`config.mk`:
```
export PLATFORM = sky130hd
export DESIGN_NAME = ptd_device_flat
export DESIGN_NICKNAME = d
export VERILOG_FILES = /design/src/logic/ptd_pkg.sv /design/src/logic/ptd_if.sv /design/src/logic/ptd_qual.sv /design/src/logic/ptd_device.sv /design/src/flat_wrapper.sv
export SDC_FILE = /design/constraint.sdc
export NUM_CORES = 1
export LEC_CHECK = 0
export BUFFER_PORTS_ARGS = -buffer_cell sky130_fd_sc_hd__buf_2
export CAP_MARGIN = 5
export CORE_MARGIN = 2
export CORE_UTILIZATION = 25
export DETAILED_ROUTE_END_ITERATION = 6
export SKIP_LAST_GASP = 1
export SLEW_MARGIN = 20
export SYNTH_ARGS = -nofsm -noshare
export SYNTH_HDL_FRONTEND = slang
export SYNTH_SLANG_ARGS = --single-unit
```
`constraint.sdc`:
```
create_clock -name pclk -period 4.9 [get_ports pclk]
set_input_delay 0.245 -clock pclk [delete_from_list [all_inputs] [get_ports pclk]]
set_output_delay 0.245 -clock pclk [all_outputs]
set_load 0.005 [all_outputs]
```
`src/logic/ptd_pkg.sv`:
```
// Shared constants for the PIO teach and direct-move command logic
package ptd_pkg;
	// ==========================================================
	// Clock and timing
	localparam int CLK_PERIOD_NS = 20; // 50 MHz scan clock
	localparam int MS_NS = 1000000; // One millisecond in ns
	localparam int CYC_PER_MS_DEF = MS_NS / CLK_PERIOD_NS; // Cycles per ms
	localparam int CAP_MIN_MS = 20; // Least capture request hold
	localparam int CMD_MIN_MS = 6; // Least direct move command hold
	localparam int CLR_MIN_MS = 6; // Least clear pulse
	localparam int MS_CNT_W = 6; // Width of the per-input ms counter
	localparam int TICK_W = 16; // Width of the ms tick divider
	// ==========================================================
	// Widths
	localparam int N_DIRECT = 7; // Direct move inputs 0 to 6
	localparam int IDX_W = 3; // Position number width
	localparam int POS_W = 32; // Actuator position width
	localparam int PAR_W = 16; // Parameter value width
	// ==========================================================
	// Synchronised input vector layout
	localparam int IN_MODE = 0; // Mode select
	localparam int IN_JFWD = 1; // Jog forward
	localparam int IN_JREV = 2; // Jog reverse
	localparam int IN_INCH = 3; // Inch/jog select
	localparam int IN_HOLD = 4; // Hold, active low
	localparam int IN_POS0 = 5; // Command position number, 3 bits
	localparam int IN_CAP = 8; // Capture request
	localparam int IN_CLR = 9; // Clear remaining travel
	localparam int IN_DM0 = 10; // Direct move commands, 7 bits
	localparam int N_IN = 17; // Total inputs filtered
	// ==========================================================
	// Register map of the PLC end (APB, byte addresses)
	localparam logic [11:0] ADDR_CTRL = 12'h000; // Control bits
	localparam logic [11:0] ADDR_MOVE = 12'h004; // Direct move bits
	localparam logic [11:0] ADDR_STAT = 12'h008; // Status, read only
	localparam logic [31:0] CTRL_RST = 32'h0000_0010; // Hold released
	localparam int CB_POS = 5; // Command position field lsb in CTRL
	// Status bit positions
	localparam int SB_DONE = 0;
	localparam int SB_TEACH = 1;
	localparam int SB_MOVE = 2;

	// Minimum hold in ms for each filtered input; 0 means plain sync
	function automatic int thr_ms(input int i);
		if (i == IN_CAP) begin
			return CAP_MIN_MS;
		end else if (i == IN_CLR) begin
			return CLR_MIN_MS;
		end else if (i >= IN_DM0) begin
			return CMD_MIN_MS;
		end
		return 0;
	endfunction

	// Direct-move controller states
	typedef enum logic [1:0] {ST_IDLE, ST_MOVE, ST_HOLD, ST_STOP} ptd_state_t;
endpackage

```
`src/logic/ptd_if.sv`:
```
// Parallel I/O bundle between the PLC end and the positioning device end
`timescale 1ns/100ps
interface ptd_if;
	import ptd_pkg::*;
	logic mode_select; // Teach mode request
	logic jog_fwd; // Jog forward
	logic jog_rev; // Jog reverse
	logic inch_jog_select; // High inching, low jogging
	logic capture_position_request; // Capture current position
	logic [IDX_W-1:0] cmd_position; // Entry for capture
	logic [N_DIRECT-1:0] direct_move_cmd_n; // Direct move commands, high active
	logic hold_n; // Pause, active low
	logic clear_travel_input; // Cancel remaining travel
	logic capture_done; // Capture finished
	logic teach_mode_active; // Teach mode in effect
	logic move_active; // Direct move in progress

	modport plc (
		output mode_select, jog_fwd, jog_rev, inch_jog_select, capture_position_request,
		output cmd_position, direct_move_cmd_n, hold_n, clear_travel_input,
		input capture_done, teach_mode_active, move_active
	);
	modport dev (
		input mode_select, jog_fwd, jog_rev, inch_jog_select, capture_position_request,
		input cmd_position, direct_move_cmd_n, hold_n, clear_travel_input,
		output capture_done, teach_mode_active, move_active
	);
endinterface

```
`src/logic/ptd_qual.sv`:
```
// Input synchroniser with a millisecond minimum-width qualifier
`timescale 1ns/100ps
module ptd_qual import ptd_pkg::*; #(
	parameter int MIN_MS = 0 // Least width in ms; 0 only synchronises
) (
	input wire logic pclk, // Scan clock
	input wire logic presetn, // Async reset, active low
	input wire logic ce, // Clock enable
	input wire logic ms_tick, // One pulse each ms
	input wire logic din, // Raw PLC input
	output logic dout // Qualified level
);
	// One extra tick guarantees the full time despite tick phase
	localparam logic [MS_CNT_W-1:0] THR = (MIN_MS == 0) ? '0 : MS_CNT_W'(MIN_MS + 1);
	logic s1_reg; // First sync stage, read only by second
	logic s2_reg; // Second sync stage
	logic [MS_CNT_W-1:0] cnt_reg; // Ms held so far

	// ==========================================================
	// Synchroniser
	always_ff @(posedge pclk or negedge presetn) begin
		if (!presetn) begin
			s1_reg <= 1'b0;
			s2_reg <= 1'b0;
		end else if (ce) begin
			s1_reg <= din;
			s2_reg <= s1_reg;
		end
	end

	// Width counter, saturating; short pulses never reach THR
	always_ff @(posedge pclk or negedge presetn) begin
		if (!presetn) begin
			cnt_reg <= '0;
			dout <= 1'b0;
		end else if (ce) begin
			if (!s2_reg) begin
				cnt_reg <= '0; // Drop clears
			end else if (ms_tick && cnt_reg < THR) begin
				cnt_reg <= cnt_reg + 1'b1;
			end
			dout <= s2_reg && (cnt_reg >= THR); // [RL22]
		end
	end
endmodule // ptd_qual

```
`src/logic/ptd_device.sv`:
```
// Device end: teach mode, jog/inch, position capture and direct moves
`timescale 1ns/100ps
// Summary of operation
// [RL1] Capture after request held 20 ms
// [RL2] Raise capture-done when store finished
// [RL3] Drop capture-done after request drops
// [RL4] Empty entry gets default band fields
// [RL5] Mode select enters teach, flags it
// [RL6] Teach entered only while actuator stationary
// [RL7] Both jogs stop; release both to resume
// [RL8] Inch select high steps, low jogs
// [RL9] Step distance and jog speed from parameters
// [RL10] Seven direct inputs for positions 0-6
// [RL11] Direct move on rising edge, 6 ms
// [RL12] Simultaneous commands: lowest number first
// [RL13] PLC asserts one direct input only
// [RL14] Parameter selects level or edge; 0 level
// [RL15] Level: input drop decelerates and finishes
// [RL16] Edge: runs to target regardless
// [RL17] PLC drops command after target reached
// [RL18] Hold low stops; high resumes
// [RL19] Hold disable parameter ignores hold input
// [RL20] Edge held: clear cancels remaining travel
// [RL21] Edge held: new command becomes target
// [RL22] Inputs synchronised and width-qualified in ms
module ptd_device import ptd_pkg::*; #(
	parameter int CYC_PER_MS = CYC_PER_MS_DEF // Shorten in simulation
) (
	input wire logic pclk, // Scan clock
	input wire logic presetn, // Async reset, active low
	input wire logic ce, // Clock enable
	ptd_if.dev pio, // PLC facing pins
	input wire logic actuator_moving, // Motion generator busy
	input wire logic at_target, // Target position reached
	input wire logic [POS_W-1:0] current_position, // Actuator position
	input wire logic entry_empty, // Selected entry has no position
	input wire logic [PAR_W-1:0] inch_step_dist, // Inching distance parameter
	input wire logic [PAR_W-1:0] jog_speed, // Jog speed parameter
	input wire logic edge_mode, // Command mode parameter, 0 level
	input wire logic hold_disable, // Hold disable parameter
	output logic drive_run, // Run toward drive_target; low decelerates
	output logic [IDX_W-1:0] drive_target, // Target position number
	output logic drive_cancel, // Pulse: drop remaining travel
	output logic jog_run, // Continuous jog
	output logic jog_reverse, // Jog or step direction
	output logic inch_step, // Pulse: one inching step
	output logic [PAR_W-1:0] step_distance, // Inching distance
	output logic [PAR_W-1:0] speed_out, // Jog speed
	output logic table_wr, // Pulse: write table entry
	output logic [IDX_W-1:0] table_wr_idx, // Entry written
	output logic [POS_W-1:0] table_wr_pos, // Position written
	output logic table_wr_defaults // Fill other fields with defaults
);
	// ==========================================================
	// Declarations
	logic [TICK_W-1:0] div_reg; // Ms divider
	logic tick_reg; // Ms pulse
	logic [N_IN-1:0] raw; // Raw pins gathered
	logic [N_IN-1:0] q; // Qualified pins
	logic [N_IN-1:0] q_d_reg; // Previous qualified pins
	logic [N_DIRECT-1:0] dm; // Direct commands, qualified
	logic [N_DIRECT-1:0] dm_rise; // Rising edges of commands
	logic [N_DIRECT-1:0] pend_reg; // Commands waiting
	logic [N_DIRECT-1:0] pend_next;
	logic [N_DIRECT-1:0] pend_cand; // Commands eligible to start
	ptd_state_t state_reg; // Direct-move state
	logic teach_reg; // Teach mode in effect
	logic lock_reg; // Jog locked after both pressed
	logic cap_busy_reg; // Capture written, awaiting release
	logic done_reg; // Capture done
	logic hold_act; // Hold in force
	logic jog_one; // Exactly one jog input

	// Lowest set bit index, used for start and retarget
	function automatic logic [IDX_W-1:0] lowest(input logic [N_DIRECT-1:0] v);
		logic [IDX_W-1:0] r;
		r = '0;
		for (int i = N_DIRECT - 1; i >= 0; i--) begin
			if (v[i]) begin
				r = IDX_W'(i); // [RL12]
			end
		end
		return r;
	endfunction

	// ==========================================================
	// Millisecond tick
	always_ff @(posedge pclk or negedge presetn) begin
		if (!presetn) begin
			div_reg <= '0;
			tick_reg <= 1'b0;
		end else if (ce) begin
			tick_reg <= (div_reg == TICK_W'(CYC_PER_MS - 1));
			if (div_reg == TICK_W'(CYC_PER_MS - 1)) begin
				div_reg <= '0;
			end else begin
				div_reg <= div_reg + 1'b1;
			end
		end
	end

	// ==========================================================
	// Input conditioning, one qualifier per pin
	assign raw = {pio.direct_move_cmd_n, pio.clear_travel_input, pio.capture_position_request,
		pio.cmd_position, pio.hold_n, pio.inch_jog_select, pio.jog_rev, pio.jog_fwd, pio.mode_select};

	genvar gi;
	generate
		for (gi = 0; gi < N_IN; gi++) begin : g_in
			ptd_qual #(.MIN_MS(thr_ms(gi))) u_q (
				.pclk(pclk),
				.presetn(presetn),
				.ce(ce),
				.ms_tick(tick_reg),
				.din(raw[gi]),
				.dout(q[gi])
			); // [RL22]
		end
	endgenerate

	// Edge history of qualified pins
	always_ff @(posedge pclk or negedge presetn) begin
		if (!presetn) begin
			q_d_reg <= '0;
		end else if (ce) begin
			q_d_reg <= q;
		end
	end

	assign dm = q[IN_DM0 +: N_DIRECT]; // [RL10]
	assign dm_rise = dm & ~q_d_reg[IN_DM0 +: N_DIRECT]; // [RL11]
	assign hold_act = !q[IN_HOLD] && !hold_disable; // [RL18] [RL19]
	assign jog_one = q[IN_JFWD] ^ q[IN_JREV];

	// ==========================================================
	// Teach mode
	always_ff @(posedge pclk or negedge presetn) begin
		if (!presetn) begin
			teach_reg <= 1'b0;
		end else if (ce) begin
			if (!q[IN_MODE]) begin
				teach_reg <= 1'b0;
			end else if (!q_d_reg[IN_MODE] && !actuator_moving && state_reg == ST_IDLE) begin
				teach_reg <= 1'b1; // [RL5] [RL6]
			end
		end
	end

	// ==========================================================
	// Jog and inch; lock holds until both inputs are released
	always_ff @(posedge pclk or negedge presetn) begin
		if (!presetn) begin
			lock_reg <= 1'b0;
			jog_run <= 1'b0;
			jog_reverse <= 1'b0;
			inch_step <= 1'b0;
			step_distance <= '0;
			speed_out <= '0;
		end else if (ce) begin
			if (q[IN_JFWD] && q[IN_JREV]) begin
				lock_reg <= 1'b1; // [RL7]
			end else if (!q[IN_JFWD] && !q[IN_JREV]) begin
				lock_reg <= 1'b0; // [RL7]
			end
			// Both pressed stops at once, not one cycle late
			jog_run <= teach_reg && !q[IN_INCH] && jog_one && !lock_reg; // [RL8] [RL7]
			inch_step <= teach_reg && q[IN_INCH] && jog_one && !lock_reg
				&& !(q_d_reg[IN_JFWD] ^ q_d_reg[IN_JREV]); // [RL8]
			jog_reverse <= q[IN_JREV];
			step_distance <= inch_step_dist; // [RL9]
			speed_out <= jog_speed; // [RL9]
		end
	end

	// ==========================================================
	// Position capture, four-phase handshake
	always_ff @(posedge pclk or negedge presetn) begin
		if (!presetn) begin
			cap_busy_reg <= 1'b0;
			done_reg <= 1'b0;
			table_wr <= 1'b0;
			table_wr_idx <= '0;
			table_wr_pos <= '0;
			table_wr_defaults <= 1'b0;
		end else if (ce) begin
			table_wr <= 1'b0;
			if (!q[IN_CAP]) begin
				cap_busy_reg <= 1'b0;
				done_reg <= 1'b0; // [RL3]
			end else if (teach_reg && !cap_busy_reg) begin
				cap_busy_reg <= 1'b1; // [RL1]
				table_wr <= 1'b1;
				table_wr_idx <= q[IN_POS0 +: IDX_W];
				table_wr_pos <= current_position;
				table_wr_defaults <= entry_empty; // [RL4]
			end else if (table_wr) begin
				done_reg <= 1'b1; // [RL2]
			end
		end
	end

	// ==========================================================
	// Pending commands; level mode forgets a command once dropped
	assign pend_cand = edge_mode ? pend_reg | dm_rise : (pend_reg | dm_rise) & dm; // [RL14] [RL15]
	// The command started or retargeted to is taken off, so it never runs twice
	always_comb begin
		pend_next = pend_cand;
		if (state_reg == ST_HOLD && edge_mode && q[IN_CLR]) begin
			pend_next = '0; // [RL20]
		end else if (pend_cand != '0 && (state_reg == ST_IDLE ? !teach_reg
			: (state_reg == ST_HOLD && edge_mode && !hold_act))) begin
			pend_next[lowest(pend_cand)] = 1'b0; // [RL21]
		end
	end

	// Direct move sequencer
	always_ff @(posedge pclk or negedge presetn) begin
		if (!presetn) begin
			state_reg <= ST_IDLE;
			pend_reg <= '0;
			drive_run <= 1'b0;
			drive_target <= '0;
			drive_cancel <= 1'b0;
		end else if (ce) begin
			pend_reg <= pend_next;
			drive_cancel <= 1'b0;
			case (state_reg)
				ST_IDLE: begin
					// Lowest waiting number wins
					if (!teach_reg && pend_cand != '0) begin
						drive_target <= lowest(pend_cand); // [RL12]
						drive_run <= 1'b1; // [RL10]
						state_reg <= ST_MOVE;
					end
				end
				ST_MOVE: begin
					if (hold_act) begin
						drive_run <= 1'b0; // [RL18]
						state_reg <= ST_HOLD;
					end else if (at_target) begin
						drive_run <= 1'b0; // [RL16]
						state_reg <= ST_IDLE;
					end else if (!edge_mode && !dm[drive_target]) begin
						drive_run <= 1'b0; // [RL15]
						state_reg <= ST_STOP;
					end
				end
				ST_HOLD: begin
					if (edge_mode && q[IN_CLR]) begin
						drive_cancel <= 1'b1; // [RL20]
						state_reg <= ST_STOP;
					end else if (!hold_act) begin
						if (edge_mode && pend_cand != '0) begin
							drive_target <= lowest(pend_cand); // [RL21]
						end
						drive_run <= 1'b1; // [RL18]
						state_reg <= ST_MOVE;
					end
				end
				ST_STOP: begin
					// Wait for deceleration to finish
					if (!actuator_moving) begin
						state_reg <= ST_IDLE;
					end
				end
				default: begin
					state_reg <= ST_IDLE;
				end
			endcase
		end
	end

	// ==========================================================
	// Status pins, all from flops
	always_ff @(posedge pclk or negedge presetn) begin
		if (!presetn) begin
			pio.capture_done <= 1'b0;
			pio.teach_mode_active <= 1'b0;
			pio.move_active <= 1'b0;
		end else if (ce) begin
			pio.capture_done <= done_reg; // [RL2]
			pio.teach_mode_active <= teach_reg; // [RL5]
			pio.move_active <= (state_reg != ST_IDLE);
		end
	end
endmodule // ptd_device

```
`src/flat_wrapper.sv`:
```
// flat-port wrapper written by rule: the top's interface ports become plain ports
module ptd_device_flat import ptd_pkg::*;
#(
	parameter int CYC_PER_MS = CYC_PER_MS_DEF                         
)
  (pclk, presetn, ce, actuator_moving, at_target, current_position, entry_empty, inch_step_dist, jog_speed, edge_mode, hold_disable, drive_run, drive_target, drive_cancel, jog_run, jog_reverse, inch_step, step_distance, speed_out, table_wr, table_wr_idx, table_wr_pos, table_wr_defaults, pio_mode_select, pio_jog_fwd, pio_jog_rev, pio_inch_jog_select, pio_capture_position_request, pio_cmd_position, pio_direct_move_cmd_n, pio_hold_n, pio_clear_travel_input, pio_capture_done, pio_teach_mode_active, pio_move_active);
  ptd_if pio_i ();
  input wire logic pclk;
  input wire logic presetn;
  input wire logic ce;
  input wire logic actuator_moving;
  input wire logic at_target;
  input wire logic [POS_W-1:0] current_position;
  input wire logic entry_empty;
  input wire logic [PAR_W-1:0] inch_step_dist;
  input wire logic [PAR_W-1:0] jog_speed;
  input wire logic edge_mode;
  input wire logic hold_disable;
  output logic drive_run;
  output logic [IDX_W-1:0] drive_target;
  output logic drive_cancel;
  output logic jog_run;
  output logic jog_reverse;
  output logic inch_step;
  output logic [PAR_W-1:0] step_distance;
  output logic [PAR_W-1:0] speed_out;
  output logic table_wr;
  output logic [IDX_W-1:0] table_wr_idx;
  output logic [POS_W-1:0] table_wr_pos;
  output logic table_wr_defaults;
  input wire logic [$bits(pio_i.mode_select)-1:0] pio_mode_select;
  input wire logic [$bits(pio_i.jog_fwd)-1:0] pio_jog_fwd;
  input wire logic [$bits(pio_i.jog_rev)-1:0] pio_jog_rev;
  input wire logic [$bits(pio_i.inch_jog_select)-1:0] pio_inch_jog_select;
  input wire logic [$bits(pio_i.capture_position_request)-1:0] pio_capture_position_request;
  input wire logic [$bits(pio_i.cmd_position)-1:0] pio_cmd_position;
  input wire logic [$bits(pio_i.direct_move_cmd_n)-1:0] pio_direct_move_cmd_n;
  input wire logic [$bits(pio_i.hold_n)-1:0] pio_hold_n;
  input wire logic [$bits(pio_i.clear_travel_input)-1:0] pio_clear_travel_input;
  output wire logic [$bits(pio_i.capture_done)-1:0] pio_capture_done;
  output wire logic [$bits(pio_i.teach_mode_active)-1:0] pio_teach_mode_active;
  output wire logic [$bits(pio_i.move_active)-1:0] pio_move_active;
  assign pio_i.mode_select = pio_mode_select;
  assign pio_i.jog_fwd = pio_jog_fwd;
  assign pio_i.jog_rev = pio_jog_rev;
  assign pio_i.inch_jog_select = pio_inch_jog_select;
  assign pio_i.capture_position_request = pio_capture_position_request;
  assign pio_i.cmd_position = pio_cmd_position;
  assign pio_i.direct_move_cmd_n = pio_direct_move_cmd_n;
  assign pio_i.hold_n = pio_hold_n;
  assign pio_i.clear_travel_input = pio_clear_travel_input;
  assign pio_capture_done = pio_i.capture_done;
  assign pio_teach_mode_active = pio_i.teach_mode_active;
  assign pio_move_active = pio_i.move_active;
  ptd_device #(.CYC_PER_MS(CYC_PER_MS)) u_core (.pclk(pclk), .presetn(presetn), .ce(ce), .pio(pio_i), .actuator_moving(actuator_moving), .at_target(at_target), .current_position(current_position), .entry_empty(entry_empty), .inch_step_dist(inch_step_dist), .jog_speed(jog_speed), .edge_mode(edge_mode), .hold_disable(hold_disable), .drive_run(drive_run), .drive_target(drive_target), .drive_cancel(drive_cancel), .jog_run(jog_run), .jog_reverse(jog_reverse), .inch_step(inch_step), .step_distance(step_distance), .speed_out(speed_out), .table_wr(table_wr), .table_wr_idx(table_wr_idx), .table_wr_pos(table_wr_pos), .table_wr_defaults(table_wr_defaults));
endmodule
```
==> results of run 1 <==
==> area by class of cell <==
type | instances | share of cell area [%]
tap | 511 | 5.02
clock buffer | 36 | 6.04
multi-input combinational | 523 | 29.9
timing repair buffer | 256 | 13.5
inverter | 16 | 0.472
sequential | 224 | 44.0
clock inverter | 9 | 1.00
==> cell families (layout without fill, tap and decap cells) <==
logic type	after synthesis	count (layout)	synth area share (%)
AO/OA/AOI/OAI	144	144	10.4
XOR/XNOR	12	12	1.09
adder cells (fa/ha/maj)	13	13	1.69
buffers and inverters	49	317	2.23
flip-flops	224	224	58.2
multiplexers	126	126	14.7
AND/OR/NAND/NOR	228	228	11.7
==> routing by layer <==
metal	share of wire, %	wire [µm]	vias to the layer above	track usage [%]
li1	-	-	3366	-
met1	46	10100	3392	14.1
met2	46	10200	182	18.0
met3	6.3	1380	23	2.96
met4	1.1	245	0	1.85
met5	0	0	-	0
==> Yosys cell counts, types with 13 or more instances <==
master / number
ha_1: 13
buf_2: 16
nand2_1: 72
a22o_1: 19
clkbuf_1: 14
a31oi_1: 19
mux2_2: 121
o21ai_0: 22
nor2b_1: 18
nand4_1: 15
nand3_1: 19
dfrtp_1: 224
a21oi_1: 29
nor2_1: 60
inv_1: 15
and2_1: 13
==> power groups by stage <==
| stage | Clock (mW) | Sequential (mW) | Combinational, mW |
|---|---|---|---|
| after CTS | 2.06 | 2.13 | 0.526 |
| after global placement | 0 | 2.16 | 0.463 |
| after floorplan | 0 | 2.11 | 0.303 |
| after global routing | 2.15 | 2.15 | 0.585 |
| after detailed placement | 0 | 2.16 | 0.473 |
| final | 2.01 | 2.13 | 0.517 |
==> metrics by stage <==
step	std cells	power (mW)	hold slack, ps
2_1_floorplan	796	2.42	-50.6
3_3_place_gp	1447	2.62	390
3_5_place_dp	1447	2.63	407
4_1_cts	1574	4.72	1.25
5_1_grt	1575	4.89	82.0
6_report	1575	4.65	89.5
==> worst paths after layout <==
check                                                     from                              to  slack [ps]  depth (start not counted)
worst min register to register             u_core.drive_cancel             u_core.drive_cancel         480                          1
worst max-delay path                                        ce          u_core.drive_target[0]        2780                          7
worst min-delay path                           actuator_moving                u_core.teach_reg          90                          4
min in group asynchronous                              presetn         u_core.step_distance[3]         380                          2
worst max register to register  u_core.g_in[15].u_q.cnt_reg[0]  u_core.g_in[15].u_q.cnt_reg[0]        2790                          6
max in group asynchronous                              presetn  u_core.g_in[15].u_q.cnt_reg[4]        3210                          3
==> worst min-delay path: cells and delay by family <==
kind	cells	cell delay [ps]
AO/OA/AOI/OAI	2	200
buffers and inverters	1	90
AND/OR/NAND/NOR	1	40
==> impl_metrics.csv, run 1 <==
group,metric,value,unit
run_status,run_status,"completed",
sta,finalSetupTns,0,ps
floorplan,die_x,200,µm
sta,fin_crit_sh,43.2,%
cts,htree_levels,1,
sta,relSlewSlack,41.5,%
sta,min_period,2120,ps
placed_design,portBuffers,168,
synthesis,ys_seq_area_share,58.2,%
cts,clk_pin_slew,60,ps
global_routing,grt_use_total,10.7,%
route,wirelength,21900,µm
sta,fin_ws,2780,ps
cts,clk_path_buf_depth,3,
cells_and_area,layout-drive-gt1-share,32.5,%
synthesis,synth-seq-cells,224,
critical_path,critPathCaptureType,"flop",
synthesis,synth_top_area_share,58.2,%
cells_and_area,area_growth,32.3,%
run,maxCapViolCount,0,
critical_path,crit_buf_inv,3,
cells_and_area,final_util,33.7,%
pwr,pwr-share-clk,43.1,%
route,vias,6963,
floorplan,initial_core_util,25.4,%
route,routed_via_density,4.42,
global_routing,grt_pass1_vias,7322,
cells_and_area,final_common_cell,"dfrtp_1",
sta,worst_pin_slew,877,ps
cts,ctsRootBufferMaster,"clkbuf_16",
cts,clock_latency,520,ps
worst_hold_path,hold_class,"input pin to flop",
cells_and_area,multi_input_area,0.00381,mm²
critical_path,cpMaxStageDelayCell,"buf_6",
synthesis,syn-instance-count,796,
pwr,power.leakage,6.03,nW
cts,post_cts_resized,0,
synthesis,yosysWarnings,0,
route,wl_per_cell,13.9,µm
global_routing,grt_max_degree,119,
cts,clock-sinks,224,
cells_and_area,ff_latch_area,0.00561,mm²
synthesis,synth_enable_flop_cells,0,
placed_design,hpwl,13600,µm
sta,setup_viol,0,
floorplan,fp-row-count,71,
pwr,ir_drop,227,µV
critical_path,path_cells,"buf_6, clkinv_1, buf_4, nor2_1, nand2_1, o21ai_0, o41ai_1",
sta,finalClockSkew,15.3,ps
pwr,switchingPower,1.15,mW
sta,drv_slew,0,
synthesis,async_reset_ff_share,100,%
pwr,swShare,24.6,%
route,drc,0,
cells_and_area,most-common-layout-cells,"dfrtp_1 (224), buf_2 (166), mux2_2 (121), dlygate4sd3_1 (83), nand2_1 (72)",
cts,cts_tree,"built",
synthesis,synth_flop_cell,"dfrtp_1",
synthesis,synth_area,0.00963,mm²
sta,timing.final.hold_violations,0,
floorplan,pin_count,169,
sta,rsz0062_at_grt,"no",
cts,post_cts_buffers,0,
synthesis,synth_area_per_cell,12.1,µm²
critical_path,crit_family,"buffers and inverters",
cells_and_area,diodes,0,
floorplan,die_area,0.0401,mm²
cts,cts_buffers,26,
global_routing,grt-ovfl-total,0,
route,dr.pass1.iters,4,
pwr,comb_power_share,11.1,%
synthesis,synth_top_area_cell,"dfrtp_1",
synthesis,synth.area.top_cells,"dfrtp_1 (58%), mux2_2 (14%), nand2_1 (2.8%), nor2_1 (2.3%), a22o_1 (1.7%)",
pwr,power_density,365,mW/mm²
global_routing,antenna_found_initial,0,
pwr,power_frac_seq,45.8,%
critical_path,worstSetupPathType,"input pin to flop",
cells_and_area,largest_reg_flops,54,
floorplan,coreArea,0.0378,mm²
cells_and_area,nets,1149,
cts,postCtsHoldBufs,82,
placed_design,gp_congestion,0.791,
placed_design,pre_cts_slack,2230,ps
critical_path,max_stage_delay,590,ps
sta,max_freq,0.472,GHz
critical_path,worstPathArrival,2520,ps
global_routing,grt_pass1_wl,36700,µm
pwr,intPower,3.51,mW
route,first_iter_violations,331,
synthesis,synth_cell_types,56,
synthesis,syn_nets,898,
route,ant_nets,0,
critical_path,path_max_fanout,101,
critical_path,cp.required,5300,ps
placed_design,post_dp_cell_area,0.0110,mm²
floorplan,die_h,200,µm
critical_path,crit_path_start_kind,"input pin",
cells_and_area,fillers,3788,
cells_and_area,design_area,0.0127,mm²
Note: power is estimated with default switching activity, not from simulation.
==> run 2, diff against run 1 <==
clock period = 2.08 ns   (was 4.9 ns; I/O delays follow)
==> impl_metrics.csv, run 2 (synthesis gave the netlist of run 1 again) <==
group,metric,value,unit
placed_design,placed_cells,1466,
sta,finalHoldWorstSlack,78.8,ps
critical_path,crit_family,"simple AND/OR/NAND/NOR gates",
cells_and_area,largest_reg_flops,54,
pwr,power_density,853,mW/mm²
floorplan,die_area,0.0401,mm²
cells_and_area,most-common-layout-cells,"dfrtp_1 (224), buf_2 (166), mux2_2 (121), dlygate4sd3_1 (89), nand2_1 (72)",
cells_and_area,final_common_cell,"dfrtp_1",
cells_and_area,area_growth,35.1,%
critical_path,worstSetupPathType,"flop to flop",
cts,ctsRootBufferMaster,"clkbuf_16",
route,wl_per_cell,13.9,µm
cells_and_area,fillers,3787,
cells_and_area,stdcell_count,1604,
run_status,run_status,"completed",
sta,fin_crit_sh,91.5,%
cts,cts_buffers,26,
placed_design,gp_congestion,0.736,
sta,max_freq,0.525,GHz
critical_path,worstPathArrival,2340,ps
sta,worst_pin_slew,527,ps
critical_path,max_stage_delay,490,ps
route,ant_nets,0,
critical_path,r2r_end,"u_core.div_reg[0]",
critical_path,cp.required,2520,ps
sta,timing.final.hold_violations,0,
placed_design,portBuffers,168,
route,dr.pass1.iters,4,
global_routing,antenna_found_initial,1,
route,wirelength,22400,µm
critical_path,crit_buf_inv,1,
cts,clock_latency,550,ps
sta,relSlewSlack,64.8,%
floorplan,coreArea,0.0378,mm²
cts,clk_path_buf_depth,3,
critical_path,crit_path_start_kind,"flop",
worst_hold_path,hold_class,"input pin to flop",
critical_path,critPathCaptureType,"flop",
critical_path,ff2ff_path_depth,6,
global_routing,grt_max_degree,67,
sta,finalClockSkew,25.8,ps
pwr,ir_drop,569,µV
critical_path,cp.depth,6,
sta,drv_slew,0,
critical_path,crit_end,"u_core.div_reg[0]",
run,maxCapViolCount,0,
placed_design,pre_cts_slack,92.7,ps
route,first_iter_violations,243,
pwr,power.leakage,6.17,nW
global_routing,grt_pass1_vias,7545,
floorplan,pin_count,169,
cells_and_area,diodes,0,
critical_path,startpoint,"u_core.div_reg[0]",
critical_path,path_max_fanout,5,
floorplan,die_h,200,µm
placed_design,hpwl,14400,µm
floorplan,initial_core_util,25.4,%
route,drc,0,
critical_path,reg2reg_from,"u_core.div_reg[0]",
global_routing,grt_pass1_wl,37700,µm
route,vias,7173,
critical_path,reg2reg_slack,180,ps
cts,htree_levels,1,
floorplan,die_x,200,µm
cts,clock-sinks,224,
cts,clk_pin_slew,60,ps
cells_and_area,layout-drive-gt1-share,33.6,%
cells_and_area,nets,1176,
global_routing,grt-ovfl-total,0,
floorplan,fp-row-count,71,
global_routing,grt_use_total,11.2,%
cts,cts_tree,"built",
sta,fin_ws,176,ps
route,routed_via_density,4.47,
sta,min_period,1900,ps
critical_path,cpMaxStageDelayCell,"or3b_2",
sta,setup_viol,0,
critical_path,path_cells,"ha_1, or3b_2, nor4_4, buf_4, nor3_1, a21o_1",
## run 2: worst min path at each step
| stage | start | to | depth (start not counted) |
|---|---|---|---|
| floorplan | presetn | u_core.cap_busy_reg | 0 |
| global placement | presetn | u_core.step_distance[12] | 1 |
| detailed placement | presetn | u_core.step_distance[12] | 1 |
| CTS | edge_mode | u_core.drive_run | 4 |
| global route | edge_mode | u_core.drive_run | 4 |
| finish | edge_mode | u_core.drive_run | 4 |
## run 2: area by class of cell
type	count	area, µm²	area share (%)
Sequential cell	224	5610	43.1
Multi-Input combinational cell	523	3810	29.3
Timing Repair Buffer	283	1990	15.3
Clock buffer	36	728	5.60
Tap cell	511	639	4.91
Clock inverter	11	170	1.31
Inverter	16	60.1	0.462
## run 2: repair_timing
| action | CTS | global route |
|---|---|---|
| hold buffers | 89 | 0 |
| endpoints found under the hold margin | 298 | 0 |
| endpoints found under the setup margin | 0 | 8 |
| gates resized for setup | 0 | 3 |
| setup buffers | 0 | 2 |
## run 2: tightest hold or removal path, cell delays in order
cell	delay, ps
buf_2	190
inv_1	80
a21oi_1	50
nand4b_1	150
## run 2: routing by layer
layer	global-route usage, %	routed length (µm)
met5	0	13
met4	3.33	457
met3	2.91	1340
met2	18.8	10600
met1	14.2	9950
## run 2: power by group
group | switching, mW | internal (mW) | leakage, nW | total, mW
sequential | 0.332 | 4.69 | 2.93 | 5.02
combinational | 0.623 | 0.689 | 2.80 | 1.31
clock | 1.83 | 2.94 | 0.444 | 4.77
## run 2: per-stage QoR
step / instance area [µm²] / setup TNS [ps] / power [mW] / util [%]
4_1_cts: 13000 / 0 / 11.3 / 34.3
6_report: 13000 / 0 / 11.1 / 34.4
3_3_place_gp: 11200 / 0 / 6.24 / 29.6
3_5_place_dp: 11200 / 0 / 6.28 / 29.6
5_1_grt: 13000 / -6.71 / 11.7 / 34.4
2_1_floorplan: 9630 / 0 / 5.70 / -
==> run 3, diff against run 2 <==
ABC_AREA = 1   (was default)
==> impl_metrics.csv, run 3 <==
group,metric,value,unit
route,first_iter_violations,365,
route,wirelength,22600,µm
pwr,power_density,824,mW/mm²
critical_path,worstPathArrival,2010,ps
critical_path,cp.required,2470,ps
critical_path,crit_path_start_kind,"flop",
route,wl_per_cell,12.1,µm
synthesis,synth.area.top_cells,"dfrtp_1 (58%), nand2_1 (14%), inv_1 (4.3%), mux2_2 (3.9%), o21ai_0 (2.8%)",
sta,setup_viol,0,
cells_and_area,nets,1441,
cts,cts_buffers,26,
synthesis,async_reset_ff_share,100,%
worst_hold_path,hold_class,"input pin to flop",
synthesis,synth_most_common_cell,"nand2_1",
critical_path,worstSetupPathType,"flop to flop",
cells_and_area,multi_input_area,0.00345,mm²
sta,rsz0062_at_grt,"no",
cells_and_area,fillers,3874,
critical_path,reg2reg_slack,460,ps
pwr,ir_drop,584,µV
global_routing,grt-ovfl-total,0,
cts,clock_latency,530,ps
run_status,run_status,"completed",
synthesis,synth_area_per_cell,8.97,µm²
sta,drv_slew,0,
floorplan,coreArea,0.0378,mm²
critical_path,max_stage_delay,450,ps
cells_and_area,final_util,33.9,%
critical_path,path_max_fanout,6,
synthesis,synth_enable_flop_cells,0,
cts,cts_tree,"built",
floorplan,fp-row-count,71,
sta,fin_crit_sh,78.0,%
sta,relSlewSlack,62.1,%
placed_design,placed_cells,1734,
synthesis,synth_area,0.00962,mm²
cells_and_area,layout-drive-gt1-share,21.0,%
placed_design,hpwl,14900,µm
global_routing,grt_pass1_vias,8162,
cells_and_area,final_common_cell,"nand2_1",
sta,finalClockSkew,20.4,ps
global_routing,grt_use_total,11.4,%
cells_and_area,largest_reg_flops,54,
synthesis,synth_cell_types,39,
synthesis,synth_top_area_cell,"dfrtp_1",
worst_hold_path,worstHoldStart,"hold_disable",
route,routed_via_density,4.25,
cts,clock-sinks,224,
run,maxCapViolCount,0,
placed_design,portBuffers,168,
cts,ctsRootBufferMaster,"clkbuf_16",
cells_and_area,area_growth,33.2,%
global_routing,grt_pass1_wl,38900,µm
floorplan,die_area,0.0401,mm²
critical_path,cpMaxStageDelayCell,"dfrtp_1",
sta,max_freq,0.616,GHz
critical_path,reg2reg_from,"u_core.state_reg[1]",
sta,min_period,1620,ps
cts,post_cts_buffers,0,
critical_path,startpoint,"u_core.state_reg[1]",
cts,clk_path_buf_depth,3,
critical_path,path_cells,"nor2_1, nand2_1, o21ai_2, inv_2, a21oi_2, nand2_1, o21ai_1, o21ai_1",
route,drc,0,
cells_and_area,diodes,0,
floorplan,die_h,200,µm
floorplan,die_x,200,µm
cells_and_area,most-common-layout-cells,"nand2_1 (365), dfrtp_1 (224), buf_2 (166), inv_1 (110), dlygate4sd3_1 (88)",
synthesis,synth_top_area_share,58.3,%
cts,htree_levels,1,
synthesis,syn_nets,1175,
synthesis,yosysWarnings,0,
floorplan,initial_core_util,25.5,%
sta,finalSetupTns,0,ps
synthesis,ys_seq_area_share,58.3,%
floorplan,pin_count,169,
synthesis,synth_flop_cell,"dfrtp_1",
synthesis,synth_common_cells,"nand2_1 (366), dfrtp_1 (224), inv_1 (111)",
synthesis,syn-instance-count,1073,
route,ant_nets,0,
synthesis,synth-seq-cells,224,
sta,timing.final.hold_violations,0,
cts,clk_pin_slew,60,ps
cts,post_cts_resized,0,
cells_and_area,ff_latch_area,0.00561,mm²
sta,worst_pin_slew,568,ps
route,dr.pass1.iters,5,
cells_and_area,stdcell_count,1866,
placed_design,gp_congestion,0.802,
global_routing,antenna_found_initial,0,
pwr,power.leakage,6.56,nW
route,vias,7928,
global_routing,grt_max_degree,90,
critical_path,critPathCaptureType,"flop",
## run 3: logic make-up after synthesis
group                      Yosys count  synth area share (%)
AOI/OAI and AO/OA                  128                  7.43
xor gates and xnor gates             4                 0.364
adders and majority gates           13                  1.69
buffers and inverters              146                  5.90
DFF                                224                  58.3
muxes                               33                  3.86
and+or+nand+nor                    525                  22.5
## run 3: through the flow
step	hold WS (ps)	power (mW)	instance area (µm²)	setup slack, ps
6_report	19.5	10.6	12800	458
3_5_place_dp	125	6.29	11100	487
4_1_cts	1.90	10.7	12800	473
2_1_floorplan	-192	5.73	9620	656
5_1_grt	67.2	11.2	12800	301
3_3_place_gp	121	6.25	11100	501
## run 3: power breakdown
part           internal [mW]  switching (mW)  total (mW)
sequential              4.70           0.269        4.97
clock                   2.44            1.78        4.23
combinational          0.594           0.763        1.36
total                   7.74            2.81        10.6
## run 3: metal layers
metal  track usage, %  part of all wire, %  routed length (µm)  vias up
li1                 -                    -                   -     3941
met1             13.9                   43                9740     3783
met2             20.1                   49               11200      165
met3             2.39                  5.1                1160       39
met4             3.25                  2.3                 516        0
met5                0                    0                   0        -
## run 3: timing repair
item	4_1_cts	5_1_grt
hold endpoints to repair	182	0
setup endpoints to repair	0	0
hold buffers	88	0
## run 3: cell type report
type	count	area share (%)
inverters	114	3.35
clock inverters	7	0.439
well taps	511	4.99
repair buffers	270	14.8
flip-flops and latches	224	43.7
clock buffers	37	5.71
multi-input cells	703	26.9
## run 3: worst paths after layout
path,end,depth (start not counted)
setup / recovery,u_core.pend_reg[3],8
hold / removal,u_core.state_reg[1],6
setup reg to reg,u_core.pend_reg[3],8
hold reg to reg,u_core.speed_out[7],2
max in group asynchronous,u_core.table_wr_pos[26],3
min in group asynchronous,u_core.g_in[11].u_q.cnt_reg[5],2
## run 3: worst max-delay path: cells and delay by family, from the launching register on
family          cells  cell delay [ps]
simple gates        3              530
flops               1              450
buf+inv             1               70
compound gates      4              450
